## config.mk

```make
export PLATFORM = sky130hd
export DESIGN_NAME = rrs_ramp
export DESIGN_NICKNAME = d
export VERILOG_FILES = /design/src/rrs_pkg.sv /design/src/rrs_hold_timer.sv /design/src/rrs_ramp.sv
export VERILOG_INCLUDE_DIRS = /design/src
export SDC_FILE = /design/constraint.sdc
export NUM_CORES = 2
export LEC_CHECK = 0
export BUFFER_PORTS_ARGS = -buffer_cell sky130_fd_sc_hd__buf_2
export CORE_ASPECT_RATIO = 0.5
export CORE_MARGIN = 2
export CORE_UTILIZATION = 35
export DETAILED_ROUTE_END_ITERATION = 7
export HOLD_SLACK_MARGIN = 0.05
export PLACE_DENSITY = 0.55
export SLEW_MARGIN = 20
export SYNTH_ARGS = -nofsm -noshare
export SYNTH_HDL_FRONTEND = slang
export SYNTH_SLANG_ARGS = --single-unit
```

## constraint.sdc

```tcl
create_clock -name clock -period 20.9 [get_ports clock]
set_input_delay 3.135 -clock clock [delete_from_list [all_inputs] [get_ports clock]]
set_output_delay 3.135 -clock clock [all_outputs]
set_load 0.1 [all_outputs]
```

## src/rrs_regs.svh

```systemverilog
// Purpose: register map, field positions, reset values and timing
// Assumes: 32-bit ahb-lite words, one aligned word per register
// Notes:   frequency in 0.01 Hz, hold time in 0.1 s, ramp time in ticks
`ifndef RRS_REGS_SVH
`define RRS_REGS_SVH

// ==========================================================
// map: set words at base + 4 * index, set 2 at 0x40
// ==========================================================
`define RRS_SET2_BASE       8'h40
`define RRS_SET_WORDS       4'hA
`define RRS_W_ACC_A         4'h0
`define RRS_W_DEC_A         4'h1
`define RRS_W_ACC_B         4'h2
`define RRS_W_DEC_B         4'h3
`define RRS_W_MODE          4'h4
`define RRS_W_ACC_SW        4'h5
`define RRS_W_DEC_SW        4'h6
`define RRS_W_ACC_HF        4'h7
`define RRS_W_DEC_HF        4'h8
`define RRS_W_HOLD_T        4'h9
`define RRS_OFS_CTRL        8'h80
`define RRS_OFS_TARGET      8'h84
`define RRS_OFS_TERM_LO     8'h88
`define RRS_OFS_TERM_HI     8'h8C
`define RRS_OFS_FREQ        8'h90
`define RRS_OFS_STAT        8'h94

// ==========================================================
// field positions
// ==========================================================
`define RRS_CTRL_RUN        0
`define RRS_CTRL_REV        1
`define RRS_MODE_TRIG_LSB   0
`define RRS_MODE_ACURVE_LSB 8
`define RRS_MODE_DCURVE_LSB 16
`define RRS_HOLDT_DEC_LSB   16

// ==========================================================
// limits, reset values, codes
// ==========================================================
`define RRS_FREQ_MAX        16'hE678
`define RRS_HOLDT_MAX       16'h0258
`define RRS_RST_RAMP        32'h0000000A
`define RRS_FN_TWO_STAGE    8'h09
`define RRS_FN_HOLD         8'h53
`define RRS_CURVE_LINEAR    3'h0

// ==========================================================
// timing
// ==========================================================
`define RRS_CLK_PERIOD_NS   25
`define RRS_TICK_PERIOD_NS  1000000
`define RRS_HOLD_UNIT_TICKS 100

`endif

```

## src/rrs_pkg.sv

```systemverilog
// Purpose: types shared by the ramp controller files
// Assumes: nothing beyond the register header
// Notes:   all ramp and hold timer state lives in the structs below
package rrs_pkg;

   // ==========================================================
   // enumerations
   // ==========================================================
   typedef enum logic [1:0] {
      RRS_PH_IDLE  = 2'b00,
      RRS_PH_ACC   = 2'b01,
      RRS_PH_DEC   = 2'b10,
      RRS_PH_CONST = 2'b11
   } rrs_phase_type;

   typedef enum logic [1:0] {
      RRS_TRIG_TERM = 2'b00,
      RRS_TRIG_FREQ = 2'b01,
      RRS_TRIG_DIR  = 2'b10,
      RRS_TRIG_NONE = 2'b11
   } rrs_trig_type;

   // ==========================================================
   // state records
   // ==========================================================
   typedef struct packed {
      logic [1:0][9:0][31:0] set;
      logic [1:0]            ctrl;
      logic [15:0]           target;
      logic [6:0][7:0]       term_fn;
      logic [2:0][6:0]       term_sync;
      logic [6:0]            term;
      logic [2:0]            m2_sync;
      logic                  m2;
      logic                  pend;
      logic                  pwrite;
      logic                  pvalid;
      logic [7:0]            paddr;
      logic                  hready;
      logic                  hresp;
      logic [31:0]           hrdata;
      logic [15:0]           tick_cnt;
      logic                  tick;
      logic [15:0]           freq;
      logic                  dir;
      logic [15:0]           step_cnt;
      logic                  dir_cmd_prev;
      logic                  rev_toggle;
      logic                  use_b;
      logic                  fired_acc;
      logic                  fired_dec;
      logic                  hold;
      logic [15:0]           curve_start;
      logic                  curve_valid;
   } rrs_state_type;

   typedef struct packed {
      logic [15:0] cnt;
      logic        busy;
   } rrs_timer_state_type;

endpackage : rrs_pkg

```

## src/rrs_hold_timer.sv

```systemverilog
// Purpose: hold duration timer counting sample ticks
// Assumes: dur in 0.1 s units, tick every 1 ms
// Notes:   a zero duration never raises busy
`timescale 1ns/1ps
`include "rrs_regs.svh"

module rrs_hold_timer (
   // clock and reset
   input  logic        clock,
   input  logic        nrst,
   // control
   input  logic        start,
   input  logic [15:0] dur,
   input  logic        tick,
   // status
   output logic        busy
);
   import rrs_pkg::*;

   rrs_timer_state_type t_q;
   rrs_timer_state_type t_d;

   // ==========================================================
   // countdown
   // ==========================================================
   always_comb begin
      t_d = t_q;
      if (start) begin
         t_d.cnt  = 16'(dur * `RRS_HOLD_UNIT_TICKS);
         t_d.busy = (dur != 16'h0000);
      end else if (tick && t_q.busy) begin
         t_d.cnt = t_q.cnt - 16'h0001;
         if (t_q.cnt == 16'h0001) begin
            t_d.busy = 1'b0;
         end
      end
   end

   always_ff @(posedge clock or negedge nrst) begin
      if (!nrst) begin
         t_q <= '0;
      end else begin
         t_q <= t_d;
      end
   end

   assign busy = t_q.busy;
endmodule : rrs_hold_timer

```

## src/rrs_ramp.sv

```systemverilog
// Purpose: ramp rate switching and ramp hold for a drive frequency
// Assumes: one 40 MHz clock, ahb-lite register access
// Notes:   ramp time plus one is ticks per 0.01 Hz step, tick period 1 ms
//
// Local design decisions: the address map and the AHB-Lite slave port.
`timescale 1ns/1ps
`include "rrs_regs.svh"

module rrs_ramp #(
   parameter int TICK_CYCLES = `RRS_TICK_PERIOD_NS / `RRS_CLK_PERIOD_NS
) (
   // clock and reset
   input  logic        clock,
   input  logic        nrst,
   // ahb-lite slave
   input  logic        hsel,
   input  logic [31:0] haddr,
   input  logic [1:0]  htrans,
   input  logic        hwrite,
   input  logic [2:0]  hsize,
   input  logic [31:0] hwdata,
   input  logic        hready,
   output logic [31:0] hrdata,
   output logic        hreadyout,
   output logic        hresp,
   // input terminals
   input  logic [6:0]  term_in,
   input  logic        motor2_sel_in,
   // drive outputs
   output logic [15:0] out_freq,
   output logic        out_dir,
   output logic        ramp_set_b,
   output logic        ramp_hold
);
   import rrs_pkg::*;

   // ==========================================================
   // helpers
   // ==========================================================
   function automatic logic term_match(input logic [6:0]      lvl,
                                       input logic [6:0][7:0] fn,
                                       input logic [7:0]      code);
      logic hit;
      hit = 1'b0;
      for (int i = 0; i < 7; i++) begin
         if (lvl[i] && fn[i] == code) begin
            hit = 1'b1;
         end
      end
      return hit;
   endfunction : term_match

   function automatic logic [15:0] clamp16(input logic [15:0] v,
                                           input logic [15:0] lim);
      return (v > lim) ? lim : v;
   endfunction : clamp16

   function automatic rrs_state_type rst_state();
      rrs_state_type r;
      r = '0;
      for (int s = 0; s < 2; s++) begin
         r.set[s][`RRS_W_ACC_A] = `RRS_RST_RAMP;
         r.set[s][`RRS_W_DEC_A] = `RRS_RST_RAMP;
         r.set[s][`RRS_W_ACC_B] = `RRS_RST_RAMP;
         r.set[s][`RRS_W_DEC_B] = `RRS_RST_RAMP;
      end
      r.hready      = 1'b1;
      r.curve_valid = 1'b1;
      return r;
   endfunction : rst_state

   localparam rrs_state_type RST_STATE = rst_state();
   localparam logic [15:0]   TICK_LAST = 16'(TICK_CYCLES - 1);

   // ==========================================================
   // state and derived signals
   // ==========================================================
   rrs_state_type s_q;
   rrs_state_type s_d;

   logic          m;
   logic [31:0]   mode_w;
   rrs_trig_type  trig;
   logic [2:0]    acurve;
   logic [2:0]    dcurve;
   logic          two_stage;
   logic          hold_in_lvl;
   logic          timer_busy;
   logic          hold_eff;
   logic          run;
   logic          dir_cmd;
   logic [15:0]   tgt;
   rrs_phase_type phase;
   logic          rev_event;
   logic          use_b;
   logic [15:0]   rate;
   logic          ramp_go;
   logic          step_now;
   logic [15:0]   acc_hf;
   logic [15:0]   dec_hf;
   logic [31:0]   hold_w;
   logic          acc_start;
   logic          dec_start;
   logic          timer_start;
   logic [15:0]   timer_dur;
   logic          addr_ok;
   logic [3:0]    widx;

   // active parameter set
   assign m      = s_q.m2;
   assign mode_w = s_q.set[m][`RRS_W_MODE];
   assign trig   = rrs_trig_type'(mode_w[`RRS_MODE_TRIG_LSB +: 2]);
   assign acurve = mode_w[`RRS_MODE_ACURVE_LSB +: 3];
   assign dcurve = mode_w[`RRS_MODE_DCURVE_LSB +: 3];
   assign acc_hf = s_q.set[m][`RRS_W_ACC_HF][15:0];
   assign dec_hf = s_q.set[m][`RRS_W_DEC_HF][15:0];
   assign hold_w = s_q.set[m][`RRS_W_HOLD_T];

   // terminal functions
   assign two_stage   = term_match(s_q.term, s_q.term_fn, `RRS_FN_TWO_STAGE);
   assign hold_in_lvl = term_match(s_q.term, s_q.term_fn, `RRS_FN_HOLD);
   assign hold_eff    = timer_busy | hold_in_lvl;

   // target and phase
   assign run     = s_q.ctrl[`RRS_CTRL_RUN];
   assign dir_cmd = s_q.ctrl[`RRS_CTRL_REV];
   assign tgt     = (!run || dir_cmd != s_q.dir) ? 16'h0000 : s_q.target;

   always_comb begin
      if (s_q.freq < tgt) begin
         phase = RRS_PH_ACC;
      end else if (s_q.freq > tgt) begin
         phase = RRS_PH_DEC;
      end else if (s_q.freq == 16'h0000) begin
         phase = RRS_PH_IDLE;
      end else begin
         phase = RRS_PH_CONST;
      end
   end

   // ramp set selection
   assign rev_event = run && dir_cmd != s_q.dir_cmd_prev && s_q.freq != 16'h0000;

   always_comb begin
      case (trig)
         RRS_TRIG_TERM: begin
            use_b = two_stage;
         end
         RRS_TRIG_FREQ: begin
            if (phase == RRS_PH_DEC) begin
               use_b = s_q.freq >= s_q.set[m][`RRS_W_DEC_SW][15:0];
            end else begin
               use_b = s_q.freq >= s_q.set[m][`RRS_W_ACC_SW][15:0];
            end
         end
         RRS_TRIG_DIR: begin
            use_b = s_q.rev_toggle;
         end
         default: begin
            use_b = 1'b0;
         end
      endcase
   end

   always_comb begin
      if (phase == RRS_PH_DEC) begin
         rate = use_b ? s_q.set[m][`RRS_W_DEC_B][15:0]
                      : s_q.set[m][`RRS_W_DEC_A][15:0];
      end else begin
         rate = use_b ? s_q.set[m][`RRS_W_ACC_B][15:0]
                      : s_q.set[m][`RRS_W_ACC_A][15:0];
      end
   end

   // stepping and automatic hold
   assign ramp_go  = s_q.tick && !hold_eff &&
                     (phase == RRS_PH_ACC || phase == RRS_PH_DEC);
   assign step_now = ramp_go && s_q.step_cnt >= rate;

   assign acc_start = step_now && phase == RRS_PH_ACC && !s_q.fired_acc &&
                      s_q.freq + 16'h0001 == acc_hf;
   assign dec_start = step_now && phase == RRS_PH_DEC && !s_q.fired_dec &&
                      s_q.freq - 16'h0001 == dec_hf;
   assign timer_start = acc_start | dec_start;
   assign timer_dur   = acc_start ? hold_w[15:0]
                                  : hold_w[`RRS_HOLDT_DEC_LSB +: 16];

   rrs_hold_timer u_timer (
      .clock (clock),
      .nrst  (nrst),
      .start (timer_start),
      .dur   (timer_dur),
      .tick  (s_q.tick),
      .busy  (timer_busy)
   );

   // bus
   assign addr_ok = hsel && htrans[1] && hready;
   assign widx    = s_q.paddr[5:2];

   // ==========================================================
   // next state
   // ==========================================================
   always_comb begin
      s_d = s_q;

      // three-stage input synchronisers
      s_d.term_sync = {s_q.term_sync[1], s_q.term_sync[0], term_in};
      s_d.term      = (s_q.term_sync[1] & s_q.term_sync[2]) |
                      (s_q.term & (s_q.term_sync[1] | s_q.term_sync[2]));
      s_d.m2_sync   = {s_q.m2_sync[1:0], motor2_sel_in};
      if (s_q.m2_sync[1] == s_q.m2_sync[2]) begin
         s_d.m2 = s_q.m2_sync[2];
      end

      // sample tick
      if (s_q.tick_cnt >= TICK_LAST) begin
         s_d.tick_cnt = 16'h0000;
         s_d.tick     = 1'b1;
      end else begin
         s_d.tick_cnt = s_q.tick_cnt + 16'h0001;
         s_d.tick     = 1'b0;
      end

      // ahb-lite slave, one wait state
      if (s_q.pend) begin
         s_d.pend   = 1'b0;
         s_d.hready = 1'b1;
         if (s_q.pwrite) begin
            if (s_q.pvalid && !s_q.paddr[7] && widx < `RRS_SET_WORDS) begin
               case (widx)
                  `RRS_W_ACC_SW, `RRS_W_DEC_SW,
                  `RRS_W_ACC_HF, `RRS_W_DEC_HF: begin
                     s_d.set[s_q.paddr[6]][widx] =
                        {16'h0000, clamp16(hwdata[15:0], `RRS_FREQ_MAX)};
                  end
                  `RRS_W_HOLD_T: begin
                     s_d.set[s_q.paddr[6]][widx] =
                        {clamp16(hwdata[31:16], `RRS_HOLDT_MAX),
                         clamp16(hwdata[15:0], `RRS_HOLDT_MAX)};
                  end
                  default: begin
                     s_d.set[s_q.paddr[6]][widx] = hwdata;
                  end
               endcase
            end else if (s_q.pvalid) begin
               case (s_q.paddr)
                  `RRS_OFS_CTRL: begin
                     s_d.ctrl = hwdata[1:0];
                  end
                  `RRS_OFS_TARGET: begin
                     s_d.target = clamp16(hwdata[15:0], `RRS_FREQ_MAX);
                  end
                  `RRS_OFS_TERM_LO: begin
                     s_d.term_fn[3:0] = hwdata;
                  end
                  `RRS_OFS_TERM_HI: begin
                     s_d.term_fn[6:4] = hwdata[23:0];
                  end
                  default: begin
                  end
               endcase
            end
         end else begin
            s_d.hrdata = 32'h00000000;
            if (s_q.pvalid && !s_q.paddr[7] && widx < `RRS_SET_WORDS) begin
               s_d.hrdata = s_q.set[s_q.paddr[6]][widx];
            end else if (s_q.pvalid) begin
               case (s_q.paddr)
                  `RRS_OFS_CTRL: begin
                     s_d.hrdata = {30'h00000000, s_q.ctrl};
                  end
                  `RRS_OFS_TARGET: begin
                     s_d.hrdata = {16'h0000, s_q.target};
                  end
                  `RRS_OFS_TERM_LO: begin
                     s_d.hrdata = s_q.term_fn[3:0];
                  end
                  `RRS_OFS_TERM_HI: begin
                     s_d.hrdata = {8'h00, s_q.term_fn[6:4]};
                  end
                  `RRS_OFS_FREQ: begin
                     s_d.hrdata = {s_q.curve_start, s_q.freq};
                  end
                  `RRS_OFS_STAT: begin
                     s_d.hrdata = {8'h00, 1'b0, s_q.term, 7'h00,
                                   s_q.curve_valid, s_q.m2, hold_in_lvl,
                                   timer_busy, s_q.hold, s_q.use_b,
                                   s_q.dir, phase};
                  end
                  default: begin
                  end
               endcase
            end
         end
      end else if (addr_ok) begin
         s_d.pend   = 1'b1;
         s_d.hready = 1'b0;
         s_d.pwrite = hwrite;
         s_d.paddr  = haddr[7:0];
         s_d.pvalid = haddr[31:8] == 24'h000000 && hsize == 3'b010 &&
                      haddr[1:0] == 2'b00;
      end

      // direction taken only at standstill
      if (s_q.freq == 16'h0000 && run) begin
         s_d.dir = dir_cmd;
      end
      s_d.dir_cmd_prev = dir_cmd;
      s_d.rev_toggle   = s_q.rev_toggle ^ rev_event;
      s_d.use_b        = use_b;

      // ramp stepping, frozen by hold
      if (step_now) begin
         s_d.step_cnt = 16'h0000;
         if (phase == RRS_PH_ACC) begin
            s_d.freq = s_q.freq + 16'h0001;
         end else begin
            s_d.freq = s_q.freq - 16'h0001;
         end
      end else if (ramp_go) begin
         s_d.step_cnt = s_q.step_cnt + 16'h0001;
      end else if (!hold_eff) begin
         s_d.step_cnt = (phase == RRS_PH_ACC || phase == RRS_PH_DEC)
                        ? s_q.step_cnt : 16'h0000;
      end

      // one automatic hold per segment
      if (phase != RRS_PH_ACC) begin
         s_d.fired_acc = 1'b0;
      end
      if (phase != RRS_PH_DEC) begin
         s_d.fired_dec = 1'b0;
      end
      if (acc_start) begin
         s_d.fired_acc = 1'b1;
      end
      if (dec_start) begin
         s_d.fired_dec = 1'b1;
      end

      // curve progress around a hold
      s_d.hold = hold_eff;
      if (hold_eff && !s_q.hold) begin
         if ((phase == RRS_PH_DEC ? dcurve : acurve) != `RRS_CURVE_LINEAR) begin
            s_d.curve_valid = 1'b0;
         end
      end else if (!hold_eff && s_q.hold) begin
         s_d.curve_start = s_q.freq;
         s_d.curve_valid = 1'b1;
      end
   end

   always_ff @(posedge clock or negedge nrst) begin
      if (!nrst) begin
         s_q <= RST_STATE;
      end else begin
         s_q <= s_d;
      end
   end

   // ==========================================================
   // outputs
   // ==========================================================
   assign hrdata     = s_q.hrdata;
   assign hreadyout  = s_q.hready;
   assign hresp      = s_q.hresp;
   assign out_freq   = s_q.freq;
   assign out_dir    = s_q.dir;
   assign ramp_set_b = s_q.use_b;
   assign ramp_hold  = s_q.hold;
endmodule : rrs_ramp

```

Word level (Yosys, flattened, before mapping)
Index checks and enable logic that the tools add are counted.

Div/mod/pow operators: 0. $add $sub $neg: 5. Reductions and logical operators: 70. Magnitude comparators: 15. Shift-type cells: 0. Bitwise logic cells: 11. Eq/ne operators: 41. $mul: 1. Multiplexer cells: 64.

Operators by type and width (count): bitwise mux 640 bit (3); two-way mux 320 bit (5); one-hot mux 640 bit (2 select lines) (1); demux 320 bit (select 1 bit) (1); two-way mux 16 bit (13); one-hot mux 32 bit (6 select lines) (1); binary-select mux 32 bit (select 4 bit) (1); demux 32 bit (select 4 bit) (1); two-way mux 32 bit (4); == test 8 x 4 -> 1 bit, second input constant (7); == test 8 x 7 -> 1 bit, second input constant (7); two-way mux 17 bit (3); adder 16 x 1 -> 16 bit, second input constant (3); == test 8 bit, second input constant (6); greater-or-equal comparator 16 bit (3); logical AND 1 bit (37); == test 16 bit (2); greater-than comparator 16 x 10 -> 1 bit, second input constant (2); nonzero test 16 bit (2); subtractor 16 x 1 -> 16 bit, second input constant (2); two-way mux 1 bit (25); zero test 24 bit (1); AND reduction 5 bit (4); == test 16 x 1 -> 1 bit, second input constant (1); other kinds (39) (72).

Output and inout port bits: 53. Input port bits: 82. Bits in read-only memories: 0. Logic and storage cells: 263. Latch bits: 0. Memory bits (writable): 0. Memories kept: 0. Register bits: 880.

Depth between registers and ports, before layout
Depth in word-level cells: 20. Mapped depth: 45. Gate-level depth less buffers: 36.

Modules after synthesis
From an unflattened synthesis, not the netlist that was laid out.

Cells, all modules: 3993. Area, all modules: 44645.3 µm².

By module, submodules not included: rrs_ramp (area each 42683.4 µm², cells each 3774, seq. area each 21618.2 µm², times used 1); rrs_hold_timer (area each 1961.9 µm², cells each 219, seq. area each 425.4 µm², times used 1).

Least setup slack after synthesis
OpenSTA, ideal clock, no wires.

Path type: flip-flop to flip-flop. Start: register s_q, in the netlist m. End: register u_timer.t_q[16] (netlist name). Data arrival time: 9.393 ns. Clock period less this slack: 9.519 ns. Slack: 11.381 ns. Library setup time: 0.126 ns. Stages on the path, launching flop included: 46. Data required time: 20.774 ns. Path buffers: 10. Path through: dfrtp_1 -> buf_6 -> buf_6 -> buf_6 -> buf_6 -> clkbuf_1 -> buf_2 -> buf_2 -> clkbuf_1 -> mux2_2 -> ha_1 -> nand2b_1 -> a21oi_1 -> nor2b_1 -> o21ai_0 -> a21oi_1 -> o41ai_1 -> o211ai_1 -> [... 10 more ...] -> nor2_2 -> buf_2 -> mux4_2 -> ha_1 -> ha_1 -> inv_1 -> fa_1 -> inv_1 -> ha_1 -> a21oi_1 -> o211ai_1 -> a41oi_1 -> nor3_1 -> o22ai_1 -> nand2_1 -> nor4_2 -> xnor2_1 -> mux2i_1.

Cells in the longest elaborated chain, start to end: 15. Elaborated cells between the ends (all ways): 27. Classes of those cells: 1 x mul; 3 x order compare; 4 x eq/ne; 9 x mux; 1 x bitwise; 9 x reduce/logical.

RTL lines: from (decl) (RTL line rrs_ramp.sv:78) `rrs_state_type s_q;`; from (signal assigned) (RTL line rrs_ramp.sv:356) `s_q <= RST_STATE;`; from (signal assigned) (RTL line rrs_ramp.sv:358) `s_q <= s_d;`; two-way mux 320 bit (implied by the code) * (2 in series) (RTL line rrs_ramp.sv:171) `` : s_q.set[m][`RRS_W_ACC_A][15:0]; ``; greater-or-equal comparator 16 bit (on tied branches) (RTL line rrs_ramp.sv:153, rrs_ramp.sv:151); two-way mux 1 bit (RTL line rrs_ramp.sv:150) `if (phase == RRS_PH_DEC) begin`; one-hot mux 1 bit (3 select lines) (RTL line rrs_ramp.sv:145) `case (trig)`; two-way mux 16 bit (on tied branches) (RTL line rrs_ramp.sv:170, rrs_ramp.sv:167); two-way mux 16 bit (RTL line rrs_ramp.sv:166) `if (phase == RRS_PH_DEC) begin`; greater-or-equal comparator 16 bit (RTL line rrs_ramp.sv:178) `assign step_now = ramp_go && s_q.step_cnt >= rate;`; logical AND 1 bit (RTL line rrs_ramp.sv:178); logical AND 1 bit (3 in series) (RTL line rrs_ramp.sv:180) `assign acc_start = step_now && phase == RRS_PH_ACC && !s_q.fired_acc &&`; two-way mux 16 bit (RTL line rrs_ramp.sv:185) `assign timer_dur = acc_start ? hold_w[15:0]`; multiplier 16 x 5 -> 14 bit (no line); two-way mux 17 bit (RTL line rrs_hold_timer.sv:28) `if (start) begin`; to (signal assigned) (RTL line rrs_hold_timer.sv:43) `t_q <= t_d;`; to (decl) (RTL line rrs_hold_timer.sv:20) `rrs_timer_state_type t_q;`.

Every way passes the cells marked *; elsewhere a longest branch is shown, timed or not. The select of a mux whose other input is x is not followed. A chain may end at the register's enable or synchronous reset.

Final worst setup path
Start: register s_q, in the netlist dir_cmd. End: register u_timer.t_q[16] (netlist name).

Cells in the longest elaborated chain, start to end: 19. Elaborated cells between the ends (all ways): 29. Classes of those cells: 1 x mul; 3 x order compare; 3 x eq/ne; 10 x mux; 1 x bitwise; 11 x reduce/logical.

RTL lines: inequality test 1 bit * (RTL line rrs_ramp.sv:127) `assign tgt = (!run || dir_cmd != s_q.dir) ? 16'h0000 : s_q.target;`; logical OR 1 bit * (RTL line rrs_ramp.sv:127); two-way mux 16 bit * (RTL line rrs_ramp.sv:127); greater-than comparator 16 bit (RTL line rrs_ramp.sv:132) `end else if (s_q.freq > tgt) begin`; two-way mux 2 bit (RTL line rrs_ramp.sv:132); two-way mux 2 bit * (RTL line rrs_ramp.sv:130) `if (s_q.freq < tgt) begin`; == test 2 bit; two-way mux 1 bit (RTL line rrs_ramp.sv:150); one-hot mux 1 bit (3 select lines) (RTL line rrs_ramp.sv:145); two-way mux 16 bit (on tied branches) (RTL line rrs_ramp.sv:170, rrs_ramp.sv:167); two-way mux 16 bit (RTL line rrs_ramp.sv:166); greater-or-equal comparator 16 bit (RTL line rrs_ramp.sv:178); logical AND 1 bit (RTL line rrs_ramp.sv:178); logical AND 1 bit (3 in series) (RTL line rrs_ramp.sv:180); two-way mux 16 bit (RTL line rrs_ramp.sv:185); multiplier 16 x 5 -> 14 bit (no line); two-way mux 17 bit (RTL line rrs_hold_timer.sv:28).

Every way passes the cells marked *; elsewhere a longest branch is shown, timed or not.

==> impl_metrics.toml <==
[status]
status = "finished, final reports clean"

[timing]
finalSetupViolCount = 0
maxSlewViolCount = 0
period_minus_slack_ns = 11.47
rsz0062_at_grt = "false"
fin_crit_sh = 0.549
max_freq_ghz = 0.0872
hold_violations = 0
final.setup.tns_ns = 0
fin_skew_ns = 0.0255
tightest_slew_ns = 1.14
relSlewSlack = 0.238

[yosys]
syn_avg_cell_area_um2 = 10.9
yosys.area_share.xor_xnor = 0.0189
synth-main-ff-cell = "dfrtp_1"
synth_top_family_by_area = "multiplexers"
synth_adder_area_share = 0.0342
synth.net_count = 4336
async_flop_share = 1.00
synth_warnings = 0
syn-instance-count = 4142
synth_edf_count = 0
ys_ff_latch = 880
yosys.area_share.simple = 0.134
syn-cell-area_mm2 = 0.0451
synth.distinct_cells = 84
synth_compound_area_frac = 0.0988
muxShareOfSynthArea = 0.187
ys_seq_area_frac = 0.489

[pwr]
cellPowerDensity_mw_per_mm2 = 82.7
leakage_uw = 0.0228
vdd_drop_max_v = 0.0000540

[floorplanning]
io_pins = 135
die_x_um = 511
fp-row-count = 93
die-area_mm2 = 0.132
die_y_um = 258
core_mm2 = 0.128
initial_core_util = 0.351

[global_route]
grt.total_usage = 0.225
grt_pass1_wl_um = 223000
grt_pass1_vias = 33067
antenna_found_initial = 7
grt_max_degree = 173
overflow = 0

[clock_network]
clock_path_buffers = 3
cts_made_buffers = 89
cts.sinks = 880
ctsResizeCount = 0
htree_levels = 3
cts-root-buf = "clkbuf_16"
cts_tree = "built"
path_clk_slew_ns = 0.07
cts_setup_buffers = 0
insertion_delay_ns = 0.71
cts-hold-fix-buffers = 0

[setup_path]
worstPathMaxFanout = 32
cp_slowest_cell = "nor4_1"
required_ns = 21.47
crit_type = "reg -> reg"
start_kind = "flip-flop"
critPathMaxStageDelay_ns = 0.65
end_kind = "flip-flop"
cp.arrival_ns = 12.04

[placement]
place.gp.congestion = 0.926
placed_area_mm2 = 0.0472
hpwlAfterDp_um = 100000
place_inst = 5736
portBuffers = 132

[route]
wire_per_inst_um = 25.3
postRouteAntennaNets = 0
wirelength_um = 150000
drc = 0
vias = 33461
via_per_inst = 5.66
drtIter0Drc = 3335
drt-pass1-iter-count = 6

[cells_and_area]
seq_area_mm2 = 0.0221
fillers = 12397
fin_area_mm2 = 0.0503
areaGrowthSynthToFinish_pct = 11.6
layout.nets = 4312
layout_common_cells = "856 x dfrtp_1, 612 x nand2_1, 392 x o21ai_0, 238 x mux2i_1, 216 x nor2_1"
layout_commonest_cell = "dfrtp_1"
multi_input_area_mm2 = 0.0214
drive_above_1_share = 0.189
instances_no_fill = 5907

[worst_hold_path]
min_path_type = "reg -> reg"

[run]
cap_violations = 0
final timing paths:
kind / start / end / slack, ns / cells after the start
worst max-delay path: dir_cmd / u_timer.t_q[16] / 9.43 / 41
worst min-delay path: s_d[140] / s_d[147] / 0.35 / 0
worst max register to register: dir_cmd / u_timer.t_q[16] / 9.43 / 41
worst min register to register: s_d[140] / s_d[147] / 0.35 / 0
max in group asynchronous: nrst / s_q[113] / 15.12 / 4
min in group asynchronous: nrst / s_q[65] / 2.49 / 1
Yosys cell counts, types with 54 or more instances:
master    instances  area, um^2
nor2_1          218         818
and2_1          154         963
clkbuf_1        229         860
xnor2_1          54         473
ha_1            104        1300
dfrtp_1         862       21600
a21oi_1         181         906
nand2_1         615        2310
o21ai_0         393        1970
mux4_2          174        3920
mux2_2          186        2090
mux2i_1         238        2380
per-layer routing:
metal,vias up,global-route usage,wire (um)
li1,14665,-,-
met1,17099,0.314,64200
met2,1411,0.340,66200
met3,284,0.0569,13500
met4,2,0.0815,5750
met5,-,0,13
critical path: cells and delay by family (launching register included):
kind,cells,cell delay (ns)
AND/OR/NAND/NOR,12,3.02
AO/OA/AOI/OAI,10,2.30
adder cells (fa/ha/maj),6,2.09
buffers and inverters,7,1.92
multiplexers,4,0.99
flip-flops,1,0.46
XOR/XNOR,2,0.40
area by class of cell:
type | count | share of cell area
Timing Repair Buffer | 222 | 0.0282
Tap cell | 1710 | 0.0425
Inverter | 51 | 0.00381
Multi-Input combinational cell | 2874 | 0.426
Antenna cell | 5 | 0.000249
Sequential cell | 880 | 0.439
Clock inverter | 27 | 0.00737
Clock buffer | 138 | 0.0533
through the flow:
step	setup slack, ns	util	hold slack [ns]	power (uW)
2_1_floorplan	11.38	-	0.331	2280
3_3_place_gp	9.71	0.368	0.333	2500
3_5_place_dp	9.55	0.368	0.336	2500
4_1_cts	9.53	0.392	0.350	4190
5_1_grt	9.00	0.392	0.354	4290
6_report	9.43	0.392	0.348	4160
report_power, final:
part           leakage, uW  internal, uW  switching, uW
Combinational       0.0114           196            491
Clock              0.00149           963            723
Sequential         0.00991          1740           43.4
Total               0.0228          2900           1260
logic make-up after synthesis:
kind of cell             after synthesis
multiplexers                         600
other                                  1
AO/OA/AOI/OAI                        770
XOR/XNOR                              97
AND/OR/NAND/NOR                     1286
buffers and inverters                388
flip-flops                           880
adder cells (fa/ha/maj)              120
(Power assumes the default switching activity.)
